## src/hw/smc_wait_pkg.sv

```systemverilog
// constants and types for the static memory wait, slow clock and page read block
package smc_wait_pkg;
   localparam int CS_W       = 3;
   localparam int ADDR_W     = 26;
   localparam int SETUP_W    = 6;
   localparam int PULSE_W    = 7;
   localparam int CYCLE_W    = 9;
   localparam int CNT_W      = 10;
   localparam int PAGE_HI    = 25;
   localparam int SYNC_DEPTH = 2;

   // external wait mode encodings
   localparam logic [1:0] WAIT_OFF    = 2'h0;
   localparam logic [1:0] WAIT_FROZEN = 2'h2;
   localparam logic [1:0] WAIT_READY  = 2'h3;

   // page size encodings: 4, 8, 16, 32 bytes
   localparam logic [1:0] PAGE_4  = 2'h0;
   localparam logic [1:0] PAGE_8  = 2'h1;
   localparam logic [1:0] PAGE_16 = 2'h2;
   localparam logic [1:0] PAGE_32 = 2'h3;

   // data bus width encodings
   localparam logic [1:0] BUS_8  = 2'h0;
   localparam logic [1:0] BUS_16 = 2'h1;
   localparam logic [1:0] BUS_32 = 2'h2;

   // fixed slow clock waveforms, in cycles
   localparam logic [CNT_W-1:0] SLOW_RD_SETUP    = 10'h001;
   localparam logic [CNT_W-1:0] SLOW_RD_PULSE    = 10'h001;
   localparam logic [CNT_W-1:0] SLOW_CS_RD_SETUP = 10'h000;
   localparam logic [CNT_W-1:0] SLOW_CS_RD_PULSE = 10'h002;
   localparam logic [CNT_W-1:0] SLOW_RD_CYCLE    = 10'h002;
   localparam logic [CNT_W-1:0] SLOW_WR_SETUP    = 10'h001;
   localparam logic [CNT_W-1:0] SLOW_WR_PULSE    = 10'h001;
   localparam logic [CNT_W-1:0] SLOW_CS_WR_SETUP = 10'h000;
   localparam logic [CNT_W-1:0] SLOW_CS_WR_PULSE = 10'h003;
   localparam logic [CNT_W-1:0] SLOW_WR_CYCLE    = 10'h003;

   // reset values
   localparam logic [CNT_W-1:0]  CNT_RESET  = 10'h000;
   localparam logic [ADDR_W-1:0] ADDR_RESET = 26'h0000000;
   localparam logic [CS_W-1:0]   CS_RESET   = 3'h0;
   localparam logic [31:0]       DATA_RESET = 32'h00000000;
   localparam logic [SYNC_DEPTH-1:0] SYNC_RESET = 2'h3;

   typedef enum logic [2:0] {
      ST_IDLE,
      ST_RUN,
      ST_SUSPEND,
      ST_RELOAD
   } access_state_t;
endpackage

```

## src/hw/wait_resync.sv

```systemverilog
// two-stage resynchroniser for the active-low wait input
`timescale 1ns/1ps
module wait_resync (
   input  wire logic sys_clk,
   input  wire logic arst_n,
   input  wire logic wait_request_n,
   output logic      wait_sync_n
);
   logic meta_reg;
   logic sync_reg;

   always_ff @(posedge sys_clk or negedge arst_n) begin
      if (!arst_n) begin
         meta_reg <= 1'b1;
         sync_reg <= 1'b1;
      end else begin
         meta_reg <= wait_request_n;
         sync_reg <= meta_reg;
      end
   end

   assign wait_sync_n = sync_reg;
endmodule // wait_resync

```

## src/hw/static_mem_wait_slow_page_ctrl.sv

```systemverilog
// static memory access sequencer: external wait, slow clock waveforms, page reads
// Functional notes
// - wait is only sampled during the controlling strobe's pulse phase.
// - wait is active low and resynchronised before any decision uses it.
// - frozen mode: counters and all pin outputs hold while resynchronised wait is low.
// - ready mode: wait checked in last pulse cycle; suspend, then do hold.
// - ready mode: wait early release or late assertion leaves length unchanged.
// - wait mode 00 ignores the wait input completely.
// - slow clock indication replaces user waveforms with fixed ones on every chip select.
// - slow read: strobe setup 1 pulse 1, cs setup 0 pulse 2, cycle 2.
// - slow write: strobe setup 1 pulse 1, cs setup 0 pulse 3, cycle 3.
// - a transfer in progress on leaving slow mode finishes with slow timings.
// - entering or leaving slow mode inserts a reload wait state after the transfer.
// - page reads only with page enable; page size selects 4, 8, 16, 32 bytes.
// - page address is bits 25 down to log2 of page size.
// - offset ignores bit 0 for 16-bit, bits 1:0 for 32-bit devices.
// - in page mode read strobe and chip select stay low, identical timing.
// - first page access lasts cs read pulse, later ones read strobe pulse.
// - no coherency check; both pulse values are used as programmed.
// - byte access type still applies in page mode; software sets byte select.
// - same chip select and page address uses the short access time.
// - different page, chip select, or intervening access causes the long time.
`timescale 1ns/1ps
module static_mem_wait_slow_page_ctrl (
   input  wire logic                                sys_clk,
   input  wire logic                                arst_n,
   // access request from the internal bus
   input  wire logic                                req_valid,
   output logic                                     req_ready,
   input  wire logic                                req_write,
   input  wire logic [smc_wait_pkg::CS_W-1:0]       req_cs,
   input  wire logic [smc_wait_pkg::ADDR_W-1:0]     req_addr,
   input  wire logic [31:0]                         req_wdata,
   input  wire logic [3:0]                          req_byte_en,
   output logic                                     done_pulse,
   output logic [31:0]                              rd_data,
   // per-chip-select settings of the selected chip select, then slow clock and other access indications
   input  wire logic [smc_wait_pkg::SETUP_W-1:0]    read_strobe_setup,
   input  wire logic [smc_wait_pkg::PULSE_W-1:0]    read_strobe_pulse,
   input  wire logic [smc_wait_pkg::SETUP_W-1:0]    cs_read_setup,
   input  wire logic [smc_wait_pkg::PULSE_W-1:0]    cs_read_pulse,
   input  wire logic [smc_wait_pkg::CYCLE_W-1:0]    read_cycle_length,
   input  wire logic [smc_wait_pkg::SETUP_W-1:0]    write_strobe_setup,
   input  wire logic [smc_wait_pkg::PULSE_W-1:0]    write_strobe_pulse,
   input  wire logic [smc_wait_pkg::SETUP_W-1:0]    cs_write_setup,
   input  wire logic [smc_wait_pkg::PULSE_W-1:0]    cs_write_pulse,
   input  wire logic [smc_wait_pkg::CYCLE_W-1:0]    write_cycle_length,
   input  wire logic                                read_mode,
   input  wire logic                                write_mode,
   input  wire logic [1:0]                          external_wait_select,
   input  wire logic                                page_enable,
   input  wire logic [1:0]                          page_size_field,
   input  wire logic                                byte_access_type,
   input  wire logic [1:0]                          bus_width,
   input  wire logic                                slow_clock_active,
   input  wire logic                                other_access,
   // memory pins, then wait suspension and page hit status
   input  wire logic                                wait_request_n,
   output logic                                     chip_select_n,
   output logic [smc_wait_pkg::CS_W-1:0]            cs_index,
   output logic                                     read_strobe_n,
   output logic                                     write_strobe_n,
   output logic [3:0]                               byte_sel_n,
   output logic [smc_wait_pkg::ADDR_W-1:0]          mem_addr,
   output logic [31:0]                              mem_wdata,
   output logic                                     mem_wdata_oe,
   input  wire logic [31:0]                         mem_rdata,
   output logic                                     wait_suspended,
   output logic                                     page_hit
);
   logic                           suspend_go, rd_take;
   logic [smc_wait_pkg::CNT_W-1:0] pin_phase;

   smc_wait_pkg::access_state_t state_reg;
   logic                           wait_sync_n;
   logic [smc_wait_pkg::CNT_W-1:0] elapsed_reg;
   logic [smc_wait_pkg::CNT_W-1:0] st_setup_reg, st_pulse_reg, cs_setup_reg, cs_pulse_reg, cycle_reg;
   logic                           write_reg, ctrl_by_strobe_reg, page_acc_reg, slow_used_reg;
   logic [1:0]                     wait_mode_reg;
   logic                           slow_seen_reg;
   logic                           page_valid_reg;
   logic [smc_wait_pkg::CS_W-1:0]  page_cs_reg;
   logic [smc_wait_pkg::ADDR_W-1:0] page_addr_reg;
   logic                           start;
   logic                           in_ctrl_pulse, last_pulse, wait_low, freeze, finish;
   logic [smc_wait_pkg::CNT_W-1:0] ctrl_setup, ctrl_pulse;
   logic                           same_page;

   wait_resync u_wait_resync (
      .sys_clk        (sys_clk),
      .arst_n         (arst_n),
      .wait_request_n (wait_request_n),
      .wait_sync_n    (wait_sync_n)
   );

   // page address of an address for a given size code
   function automatic logic [smc_wait_pkg::ADDR_W-1:0] page_base(
      input logic [smc_wait_pkg::ADDR_W-1:0] a, input logic [1:0] ps);
      logic [smc_wait_pkg::ADDR_W-1:0] m;
      m = '1;
      case (ps)
         smc_wait_pkg::PAGE_4:  m[1:0] = 2'h0;
         smc_wait_pkg::PAGE_8:  m[2:0] = 3'h0;
         smc_wait_pkg::PAGE_16: m[3:0] = 4'h0;
         default:               m[4:0] = 5'h0;
      endcase
      return a & m;
   endfunction

   // widen a setup or pulse field to counter width
   function automatic logic [smc_wait_pkg::CNT_W-1:0] widen(input logic [8:0] v);
      return {1'b0, v};
   endfunction

   // offset drops low bits by width
   function automatic logic [smc_wait_pkg::ADDR_W-1:0] align_addr(
      input logic [smc_wait_pkg::ADDR_W-1:0] a, input logic [1:0] bw);
      case (bw)
         smc_wait_pkg::BUS_16: return {a[smc_wait_pkg::ADDR_W-1:1], 1'b0};
         smc_wait_pkg::BUS_32: return {a[smc_wait_pkg::ADDR_W-1:2], 2'h0};
         default:              return a;
      endcase
   endfunction

   // a pending slow mode change holds requests off until the reload cycle
   assign req_ready = ((state_reg == smc_wait_pkg::ST_IDLE) && (slow_clock_active == slow_seen_reg)) ||
                      (state_reg == smc_wait_pkg::ST_RELOAD);
   assign start     = req_valid && req_ready;

   // same cs and page is a hit
   assign same_page = page_valid_reg && !other_access && (page_cs_reg == req_cs) &&
                      (page_base(req_addr, page_size_field) == page_base(page_addr_reg, page_size_field));
   assign page_hit  = same_page;

   assign ctrl_setup    = ctrl_by_strobe_reg ? st_setup_reg : cs_setup_reg;
   assign ctrl_pulse    = ctrl_by_strobe_reg ? st_pulse_reg : cs_pulse_reg;
   // sample only in the pulse phase
   assign in_ctrl_pulse = (state_reg == smc_wait_pkg::ST_RUN) && !page_acc_reg &&
                          (elapsed_reg >= ctrl_setup) && (elapsed_reg < ctrl_setup + ctrl_pulse);
   assign last_pulse    = in_ctrl_pulse && (elapsed_reg == ctrl_setup + ctrl_pulse - 10'h001);
   assign wait_low      = !wait_sync_n;
   assign freeze        = (wait_mode_reg == smc_wait_pkg::WAIT_FROZEN) && in_ctrl_pulse && wait_low;
   assign finish        = (state_reg == smc_wait_pkg::ST_RUN) && !freeze &&
                          (elapsed_reg + 10'h001 >= cycle_reg);
   assign suspend_go    = (wait_mode_reg == smc_wait_pkg::WAIT_READY) && last_pulse && wait_low;
   assign pin_phase     = (state_reg == smc_wait_pkg::ST_SUSPEND) ? elapsed_reg : elapsed_reg + 10'h001;
   // read data is taken while the controlling strobe is still low
   assign rd_take       = !write_reg && ((last_pulse && !freeze && !suspend_go) ||
                          ((state_reg == smc_wait_pkg::ST_SUSPEND) && !wait_low) || (page_acc_reg && finish));

   // access sequencing
   always_ff @(posedge sys_clk or negedge arst_n) begin
      if (!arst_n) begin
         state_reg   <= smc_wait_pkg::ST_IDLE;
         elapsed_reg <= smc_wait_pkg::CNT_RESET;
      end else begin
         case (state_reg)
            smc_wait_pkg::ST_IDLE: begin
               elapsed_reg <= smc_wait_pkg::CNT_RESET;
               // reload state on slow mode change
               if (slow_clock_active != slow_seen_reg)
                  state_reg <= smc_wait_pkg::ST_RELOAD;
               else if (start)
                  state_reg <= smc_wait_pkg::ST_RUN;
            end
            smc_wait_pkg::ST_RUN: begin
               // ready mode checks last pulse cycle
               if (suspend_go) begin
                  state_reg   <= smc_wait_pkg::ST_SUSPEND;
                  elapsed_reg <= elapsed_reg + 10'h001;
               end else if (finish) begin
                  state_reg   <= smc_wait_pkg::ST_IDLE;
               end else if (!freeze) begin
                  elapsed_reg <= elapsed_reg + 10'h001;
               end
            end
            smc_wait_pkg::ST_SUSPEND: begin
               if (!wait_low)
                  state_reg <= (elapsed_reg >= cycle_reg) ? smc_wait_pkg::ST_IDLE : smc_wait_pkg::ST_RUN;
            end
            smc_wait_pkg::ST_RELOAD: state_reg <= start ? smc_wait_pkg::ST_RUN : smc_wait_pkg::ST_IDLE;
            default: state_reg <= smc_wait_pkg::ST_IDLE;
         endcase
      end
   end

   always_ff @(posedge sys_clk or negedge arst_n) begin
      if (!arst_n)
         slow_seen_reg <= 1'b0;
      else if (state_reg == smc_wait_pkg::ST_RELOAD)
         slow_seen_reg <= slow_clock_active;
   end

   // timing latched at start, so a slow mode change mid-transfer keeps the old set
   always_ff @(posedge sys_clk or negedge arst_n) begin
      if (!arst_n) begin
         st_setup_reg <= smc_wait_pkg::CNT_RESET;
         st_pulse_reg <= smc_wait_pkg::CNT_RESET;
         cs_setup_reg <= smc_wait_pkg::CNT_RESET;
         cs_pulse_reg <= smc_wait_pkg::CNT_RESET;
         cycle_reg    <= smc_wait_pkg::CNT_RESET;
         write_reg    <= 1'b0;
         ctrl_by_strobe_reg <= 1'b0;
         page_acc_reg <= 1'b0;
         slow_used_reg <= 1'b0;
         wait_mode_reg <= smc_wait_pkg::WAIT_OFF;
      end else if (start) begin
         write_reg     <= req_write;
         // slow set kept to the end
         slow_used_reg <= slow_clock_active;
         page_acc_reg  <= 1'b0;
         wait_mode_reg <= external_wait_select;
         if (slow_clock_active) begin
            st_setup_reg  <= req_write ? smc_wait_pkg::SLOW_WR_SETUP : smc_wait_pkg::SLOW_RD_SETUP;
            st_pulse_reg  <= req_write ? smc_wait_pkg::SLOW_WR_PULSE : smc_wait_pkg::SLOW_RD_PULSE;
            cs_setup_reg  <= req_write ? smc_wait_pkg::SLOW_CS_WR_SETUP : smc_wait_pkg::SLOW_CS_RD_SETUP;
            cs_pulse_reg  <= req_write ? smc_wait_pkg::SLOW_CS_WR_PULSE : smc_wait_pkg::SLOW_CS_RD_PULSE;
            cycle_reg     <= req_write ? smc_wait_pkg::SLOW_WR_CYCLE : smc_wait_pkg::SLOW_RD_CYCLE;
            ctrl_by_strobe_reg <= 1'b1;
            wait_mode_reg <= smc_wait_pkg::WAIT_OFF;
         end else if (!req_write && page_enable) begin
            // first access cs pulse, later strobe pulse
            page_acc_reg  <= 1'b1;
            st_setup_reg  <= smc_wait_pkg::CNT_RESET;
            cs_setup_reg  <= smc_wait_pkg::CNT_RESET;
            st_pulse_reg  <= same_page ? widen({2'h0, read_strobe_pulse}) : widen({2'h0, cs_read_pulse});
            cs_pulse_reg  <= same_page ? widen({2'h0, read_strobe_pulse}) : widen({2'h0, cs_read_pulse});
            cycle_reg     <= same_page ? widen({2'h0, read_strobe_pulse}) : widen({2'h0, cs_read_pulse});
            wait_mode_reg <= smc_wait_pkg::WAIT_OFF;
         end else if (req_write) begin
            st_setup_reg  <= widen({3'h0, write_strobe_setup});
            st_pulse_reg  <= widen({2'h0, write_strobe_pulse});
            cs_setup_reg  <= widen({3'h0, cs_write_setup});
            cs_pulse_reg  <= widen({2'h0, cs_write_pulse});
            cycle_reg     <= widen(write_cycle_length);
            ctrl_by_strobe_reg <= write_mode;
         end else begin
            st_setup_reg  <= widen({3'h0, read_strobe_setup});
            st_pulse_reg  <= widen({2'h0, read_strobe_pulse});
            cs_setup_reg  <= widen({3'h0, cs_read_setup});
            cs_pulse_reg  <= widen({2'h0, cs_read_pulse});
            cycle_reg     <= widen(read_cycle_length);
            ctrl_by_strobe_reg <= read_mode;
         end
      end
   end

   // page tracking
   always_ff @(posedge sys_clk or negedge arst_n) begin
      if (!arst_n) begin
         page_valid_reg <= 1'b0;
         page_cs_reg    <= smc_wait_pkg::CS_RESET;
         page_addr_reg  <= smc_wait_pkg::ADDR_RESET;
      end else if (start) begin
         page_valid_reg <= !req_write && page_enable && !slow_clock_active;
         page_cs_reg    <= req_cs;
         page_addr_reg  <= req_addr;
      end else if (other_access || (state_reg == smc_wait_pkg::ST_RELOAD)) begin
         page_valid_reg <= 1'b0;
      end
   end

   // address, data and select outputs, held through the whole access
   // suspension holds pulse levels
   always_ff @(posedge sys_clk or negedge arst_n) begin
      if (!arst_n) begin
         cs_index     <= smc_wait_pkg::CS_RESET;
         mem_addr     <= smc_wait_pkg::ADDR_RESET;
         mem_wdata    <= smc_wait_pkg::DATA_RESET;
         byte_sel_n   <= 4'hf;
         mem_wdata_oe <= 1'b0;
      end else if (start) begin
         cs_index     <= req_cs;
         mem_addr     <= align_addr(req_addr, bus_width);
         mem_wdata    <= req_wdata;
         // byte select kept in page mode
         byte_sel_n   <= byte_access_type ? 4'h0 : ~req_byte_en;
         mem_wdata_oe <= req_write;
      end else if (state_reg == smc_wait_pkg::ST_IDLE) begin
         mem_wdata_oe <= 1'b0;
      end
   end

   // strobes from flops; page mode keeps cs and read strobe low together
   always_ff @(posedge sys_clk or negedge arst_n) begin
      if (!arst_n) begin
         chip_select_n  <= 1'b1;
         read_strobe_n  <= 1'b1;
         write_strobe_n <= 1'b1;
      end else if ((state_reg == smc_wait_pkg::ST_RUN && !finish && !freeze && !suspend_go) ||
                   (state_reg == smc_wait_pkg::ST_SUSPEND && !wait_low)) begin
         // page mode cs and strobe low
         if (page_acc_reg) begin
            chip_select_n <= 1'b0;
            read_strobe_n <= 1'b0;
         end else begin
            chip_select_n  <= !((pin_phase >= cs_setup_reg) &&
                               (pin_phase < cs_setup_reg + cs_pulse_reg));
            read_strobe_n  <= write_reg || !((pin_phase >= st_setup_reg) &&
                               (pin_phase < st_setup_reg + st_pulse_reg));
            write_strobe_n <= !write_reg || !((pin_phase >= st_setup_reg) &&
                               (pin_phase < st_setup_reg + st_pulse_reg));
         end
      end else if (start) begin
         // phase 0 levels come from the new request, not from the latched set
         chip_select_n  <= !(slow_clock_active || (!req_write && page_enable) ||
                             (req_write ? cs_write_setup == 6'h00 : cs_read_setup == 6'h00));
         read_strobe_n  <= req_write || !(!slow_clock_active && (page_enable || read_strobe_setup == 6'h00));
         write_strobe_n <= !req_write || slow_clock_active || (write_strobe_setup != 6'h00);
      end else if (state_reg == smc_wait_pkg::ST_IDLE || finish) begin
         read_strobe_n  <= !(page_acc_reg && finish);
         write_strobe_n <= 1'b1;
         chip_select_n  <= page_acc_reg && finish ? 1'b0 : 1'b1;
      end
   end

   always_ff @(posedge sys_clk or negedge arst_n) begin
      if (!arst_n) begin
         done_pulse     <= 1'b0;
         rd_data        <= smc_wait_pkg::DATA_RESET;
         wait_suspended <= 1'b0;
      end else begin
         done_pulse     <= finish;
         wait_suspended <= ((state_reg == smc_wait_pkg::ST_SUSPEND) && wait_low) || freeze;
         if (rd_take)
            rd_data <= mem_rdata;
      end
   end
endmodule // static_mem_wait_slow_page_ctrl

```

## config.mk

```make
export PLATFORM = sky130hd
export DESIGN_NAME = static_mem_wait_slow_page_ctrl
export DESIGN_NICKNAME = d
export VERILOG_FILES = /design/src/hw/smc_wait_pkg.sv /design/src/hw/wait_resync.sv /design/src/hw/static_mem_wait_slow_page_ctrl.sv
export SDC_FILE = /design/constraint.sdc
export NUM_CORES = 1
export LEC_CHECK = 0
export CAP_MARGIN = 10
export CORE_AREA = 2 2 178 180
export DETAILED_ROUTE_END_ITERATION = 8
export DIE_AREA = 0 0 180 182
export DONT_BUFFER_PORTS = 1
export GPL_ROUTABILITY_DRIVEN = 0
export GPL_TIMING_DRIVEN = 0
export PLACE_DENSITY_LB_ADDON = 0.08
export SLEW_MARGIN = 20
export SYNTH_ARGS = -nofsm -noshare
export SYNTH_HDL_FRONTEND = slang
export SYNTH_SLANG_ARGS = --single-unit
```

## constraint.sdc

```tcl
create_clock -name sys_clk -period 4.4 [get_ports sys_clk]
set_input_delay 0.22 -clock sys_clk [delete_from_list [all_inputs] [get_ports sys_clk]]
set_output_delay 0.22 -clock sys_clk [all_outputs]
set_load 0.01 [all_outputs]
```

# After elaboration in Yosys (flattened, before gate mapping)
# Index checks and enable logic that the tools add are counted.
# Widths: inputs -> output; s select.
[op_classes]
n_lt_le_gt_ge = 8
bitwise = 3
n_reduce_logical = 74
n_eq_ne = 21
n_addsub = 5
muxes = 62
[op_table]
columns = ["op", "n"]
rows = [
  ["$mux 10", 6],
  ["$and 26x26->26", 2],
  ["$ge 10x10->1", 5],
  ["$mux 7", 7],
  ["$mux 6", 6],
  ["$add 10x10->10", 3],
  ["$lt 10x10->1", 3],
  ["$logic_and 1x1->1", 29],
  ["$mux 1", 29],
  ["$mux 9", 3],
  ["$eq 26x26->1", 1],
  ["$pmux 10 s2", 1],
  ["$logic_not 6->1", 3],
  ["$logic_or 1x1->1", 15],
  ["$mux 3", 5],
  ["$logic_not 1->1", 14],
  ["$pmux 3 s4", 1],
  ["$add 10x1->10 const B", 1],
  ["$eq 10x10->1", 1],
  ["$sub 10x1->10 const B", 1],
  ["$ne 3x3->1 const B", 3],
  ["$eq 2x2->1 const B", 4],
  ["$eq 3x2->1 const B", 2],
  ["$reduce_and 3->1", 2],
  ["other kinds (20)", 26],
]
[word_totals]
word_cells = 200
ff_bits = 201
inputBits = 184
out_inout_bits = 105

# Depth between registers and ports, before layout
[depth]
word_depth = 16
depth_mapped = 21
depth_no_buf = 17

# Cells and area by module
# Synthesis repeated with hierarchy kept, for this count alone.
[hier_totals]
hier_cells = 1101
area_unflattened_um2 = 10113.4
[by_module_without_submodules]
columns = ["mod", "area_each_um2", "n_inst", "cells_each", "seq_area_each_um2"]
rows = [
  ["static_mem_wait_slow_page_ctrl", 10060.9, 1, 1099, 3937.5],
  ["wait_resync", 52.6, 1, 2, 52.6],
]

# Worst setup path after synthesis
# OpenSTA, ideal clock, no wires.
[synth_path]
path_kind = "register to register"
start = "register ctrl_by_strobe_reg"
end = "register rd_data[10]"
arrival_time_ns = 3.942
t_required_ns = 4.275
path_stages_with_launch = 20
path_slack_ns = 0.333
path_cell_list = "dfrtp_1 buf_2 clkbuf_1 o21a_1 inv_1 ha_1 buf_6 a21oi_1 a21oi_1 nor2_1 inv_1 ha_1 a21oi_1 o21ai_0 o311a_1 a21o_1 nand4b_1 a21oi_2 buf_2 mux2_2"
[synth_via]
elab_chain_cells = 12
elab_cells_between_ends = 24
[synth_lines]
columns = ["item", "line", "rtl"]
rows = [
  ["start, declared", "static_mem_wait_slow_page_ctrl.sv:78", "logic write_reg, ctrl_by_strobe_reg, page_acc_reg, slow_used_reg;"],
  ["start signal, assigned", "static_mem_wait_slow_page_ctrl.sv:236", "ctrl_by_strobe_reg <= write_mode;"],
  ["start signal, assigned", "static_mem_wait_slow_page_ctrl.sv:243", "ctrl_by_strobe_reg <= read_mode;"],
  ["$mux 10, on equally long branches", "static_mem_wait_slow_page_ctrl.sv:135, static_mem_wait_slow_page_ctrl.sv:136", ""],
  ["$add 10x10->10 / $ge 10x10->1 (equally long branches)", "static_mem_wait_slow_page_ctrl.sv:139, static_mem_wait_slow_page_ctrl.sv:140", ""],
  ["$sub 10x1->10, or another cell as far along", "static_mem_wait_slow_page_ctrl.sv:140", "assign last_pulse = in_ctrl_pulse && (elapsed_reg == ctrl_setup + ctrl_pulse - 10'h001);"],
  ["$eq 10x10->1 / $logic_and 1x1->1 (equally long branches)", "static_mem_wait_slow_page_ctrl.sv:140, static_mem_wait_slow_page_ctrl.sv:139", ""],
  ["$logic_and 1x1->1, on equally long branches", "static_mem_wait_slow_page_ctrl.sv:140, static_mem_wait_slow_page_ctrl.sv:142", ""],
  ["$logic_and 1x1->1, on equally long branches", "static_mem_wait_slow_page_ctrl.sv:145, static_mem_wait_slow_page_ctrl.sv:142", ""],
  ["$logic_and 1x1->1 / $logic_not 1->1 (equally long branches)", "static_mem_wait_slow_page_ctrl.sv:145, static_mem_wait_slow_page_ctrl.sv:143, static_mem_wait_slow_page_ctrl.sv:148", ""],
  ["$logic_not 1->1, or another cell as far along", "static_mem_wait_slow_page_ctrl.sv:148", "assign rd_take = !write_reg && ((last_pulse && !freeze && !suspend_go) ||"],
  ["$logic_and 1x1->1, on equally long branches", "static_mem_wait_slow_page_ctrl.sv:148, static_mem_wait_slow_page_ctrl.sv:143", ""],
  ["$logic_or 1x1->1 / $logic_and 1x1->1 (equally long branches)", "static_mem_wait_slow_page_ctrl.sv:148, static_mem_wait_slow_page_ctrl.sv:149", ""],
  ["$logic_or 1x1->1 (*)", "static_mem_wait_slow_page_ctrl.sv:149", "((state_reg == smc_wait_pkg::ST_SUSPEND) && !wait_low) || (page_acc_reg && finish));"],
  ["$logic_and 1x1->1 (*)", "static_mem_wait_slow_page_ctrl.sv:148", ""],
  ["end signal, assigned", "static_mem_wait_slow_page_ctrl.sv:320", "rd_data <= smc_wait_pkg::DATA_RESET;"],
  ["end signal, assigned", "static_mem_wait_slow_page_ctrl.sv:326", "rd_data <= mem_rdata;"],
  ["end, declared", "static_mem_wait_slow_page_ctrl.sv:36", "output logic [31:0] rd_data,"],
]
# Mark *: on every way between the ends. The rest lies on a longest branch, timed or not.
# A chain may end at the register's enable or synchronous reset.

# Worst setup path after layout
# Ends and elaborated chain as after synthesis.

==> impl_metrics.env <==
export IMPL_status="finished, final reports clean"
export IMPL_yosys_area_top_type="dfrtp_1"
export IMPL_hold_viol_final=0
export IMPL_finalNonFillerCells=1676
export IMPL_worst_pin_slew_ns=0.981
export IMPL_dr_first_iter_drc_count=478
export IMPL_synth_common_cells="nand2_1, dfrtp_1, ha_1"
export IMPL_synth_ff_type="dfrtp_1"
export IMPL_vias=8677
export IMPL_worst_skew_pair_late_latency_ns=0.45
export IMPL_dp_cells=1514
export IMPL_synth_warnings=0
export IMPL_hold_path_class="input pin to register"
export IMPL_fin_hold_ws_ns=0.0211
export IMPL_clock_fmax_mhz=237
export IMPL_synthToLayoutAreaGrowth_pct=26.3
export IMPL_hpwl_um=26600
export IMPL_synthArstFlopShare_pct=100
export IMPL_crit_family="compound AO/OA/AOI/OAI gates"
export IMPL_clkPwrFrac_pct=17.0
export IMPL_p_sw_share_pct=45.3
export IMPL_p_seq_share_pct=31.8
export IMPL_synth_fa_ha_area_share_pct=10.1
export IMPL_grt_max_degree=160
export IMPL_synth_edf_count=0
export IMPL_syn_area_sq_um=10100
export IMPL_drive_gt1_share_pct=13.0
export IMPL_cts_tree="built"
export IMPL_fin_skew_ns=0.00905
export IMPL_die_area_sq_um=32800
export IMPL_utilization_pct=41.0
export IMPL_clk_transition_reported_paths_ns=0.07
export IMPL_grt_pass1_wl_um=54400
export IMPL_path_class="register to register"
export IMPL_die_w_um=180
export IMPL_slowest_delay_ns=0.39
export IMPL_finalNetCount=1523
export IMPL_period_needed_ns=4.23
export IMPL_cp_required_ns=4.73
export IMPL_period_share_pct=96.1
export IMPL_synth_compound_area_share_pct=13.6
export IMPL_start_util_pct=32.4
export IMPL_drv_slew=0
export IMPL_yosys_mux_area_fraction_pct=6.83
export IMPL_cts_made_buffers=17
export IMPL_grt_pass1_vias=9192
export IMPL_cpMaxStageDelayCell="o311a_1"
export IMPL_total_power_mw=9.14
export IMPL_crit_buf_inv=6
export IMPL_h_tree_depth=4
export IMPL_synth_simple_area_share_pct=20.0
export IMPL_setup_ws_ns=0.172
export IMPL_boundaryPins=289
export IMPL_power_leakage_nw=5.76
export IMPL_p_per_area_nw_per_um2=720
export IMPL_drc=0
export IMPL_switchingPower_mw=4.14
export IMPL_grt_use_total_pct=21.8
export IMPL_antenna_left=0
export IMPL_vias_per_cell=5.18
export IMPL_portBuffers=0
export IMPL_yosysMostFrequentCell="nand2_1"
export IMPL_drv_cap=0
export IMPL_p_int_mw=5.00
export IMPL_netlist_area_leader_share_pct=37.3
export IMPL_synth_top_family_by_area="simple AND/OR/NAND/NOR gates"
export IMPL_max_slew_margin_pct=34.2
export IMPL_synth_avg_cell_area_sq_um=9.04
export IMPL_gr_total_overflow=0
export IMPL_netlist_top_cells_area="dfrtp_1, ha_1, nand2_1"
export IMPL_synth_distinct_cells=73
export IMPL_path_cells="buf_6 > buf_4 > mux2_2 > ha_1 > buf_6 > a21oi_4 > and3_4 > nor2_4 > inv_2 > ha_4 > a21oi_2 > o21ai_1 > o311a_1 > a21o_1 > nand4b_1 > a21oi_4 > buf_12 > buf_12 > mux2_2"
export IMPL_post_drt_wl_per_cell_um=21.2
export IMPL_syn_nets=1375
export IMPL_synthCells=1112
export IMPL_placeableCoreArea_sq_um=31000
export IMPL_first_pass_iters=5
export IMPL_rows=65
export IMPL_finalSetupViolCount=0
export IMPL_ir_worst_vdd_v=0.000310
export IMPL_synthXorXnorAreaFrac_pct=5.95
export IMPL_cp_end_kind="register"
export IMPL_clock_sinks=159
export IMPL_nFillCells=3134
export IMPL_fp_dieH_um=182
export IMPL_ctsRootBufferMaster="clkbuf_16"
export IMPL_pwr_share_comb_pct=51.2
export IMPL_clock_path_buffers=2
export IMPL_place_ws_ns=-0.806
export IMPL_crit_arrival_ns=4.56
export IMPL_startpoint_type="register"
export IMPL_wl_um=35600
export IMPL_synth_seq_area_share_pct=39.7
export IMPL_synth_seq_cells=159
export IMPL_antenna_found_initial=1
export IMPL_critical_path_max_fanout=10
==> power by group through the flow <==
stage	clock network [mW]	logic, mW	registers (mW)
6_report	1.56	4.68	2.90
5_1_grt	1.65	5.32	2.98
4_1_cts	1.60	4.54	2.91
3_5_place_dp	0	4.21	2.91
3_3_place_gp	0	4.15	2.93
2_1_floorplan	0	3.21	2.65
==> kinds of logic after synthesis <==
kind of cell	Yosys count
AOI/OAI and AO/OA	205
muxes	62
buffers and inverters	99
adders and majority gates	79
DFF	159
xor gates and xnor gates	65
and+or+nand+nor	443
==> path summary, 6_finish.rpt <==
| path | start | end | slack, ns | depth (start not counted) |
|---|---|---|---|---|
| max in group asynchronous | arst_n | elapsed_reg[1] | 3.25 | 2 |
| worst min-delay path | write_strobe_setup[0] | st_setup_reg[0] | 0.02 | 2 |
| min in group asynchronous | arst_n | page_addr_reg[21] | 0.40 | 2 |
| worst max register to register | ctrl_by_strobe_reg | rd_data[10] | 0.17 | 19 |
| worst max-delay path | ctrl_by_strobe_reg | rd_data[10] | 0.17 | 19 |
| worst min register to register | u_wait_resync.meta_reg | u_wait_resync.wait_sync_n | 0.36 | 0 |
==> what timing repair did <==
item | CTS | global route
endpoints found under the setup margin | 48 | 44
hold endpoints to repair | 266 | 0
hold buffers | 113 | 0
buffers inserted | 7 | 7
resized for setup | 28 | 30
cloned | 2 | 0
pin swaps | 9 | 15
==> per-stage QoR <==
step           setup TNS, ns  cell area (sq um)
2_1_floorplan              0              10100
3_3_place_gp          -33.14              10600
5_1_grt               -0.416              12700
3_5_place_dp          -33.34              10600
4_1_cts                    0              12500
6_report                   0              12700
==> per-layer routing <==
metal | track usage, % | vias to the layer above | wire length (um)
met5 | 0 | - | 0
met4 | 6.96 | 0 | 935
met3 | 5.50 | 46 | 2070
met2 | 37.7 | 253 | 17300
met1 | 26.7 | 4221 | 15300
li1 | - | 4157 | -
==> final cells by class <==
| class | instances | area [sq um] | area share (%) |
|---|---|---|---|
| Antenna cell | 1 | 2.50 | 0.0197 |
| Inverter | 48 | 180 | 1.42 |
| Clock inverter | 14 | 159 | 1.25 |
| Clock buffer | 18 | 439 | 3.46 |
| Tap cell | 402 | 503 | 3.96 |
| Sequential cell | 159 | 3990 | 31.4 |
| Multi-Input combinational cell | 854 | 5860 | 46.2 |
| Buffer | 51 | 260 | 2.05 |
| Timing Repair Buffer | 129 | 1300 | 10.2 |
==> cell usage in the layout (no fill, tap or decap), drive strengths merged, types with 15 or more instances in the layout <==
master,instances
a21o,15
a21oi,49
buf,28
clkbuf,58
dfrtp,150
dlygate4sd3,112
ha,76
inv,52
mux2,53
nand2,246
nand2b,19
nand3,46
nor2,58
o21ai,56
xnor2,39
xor2,25
(Power assumes the default switching activity.)
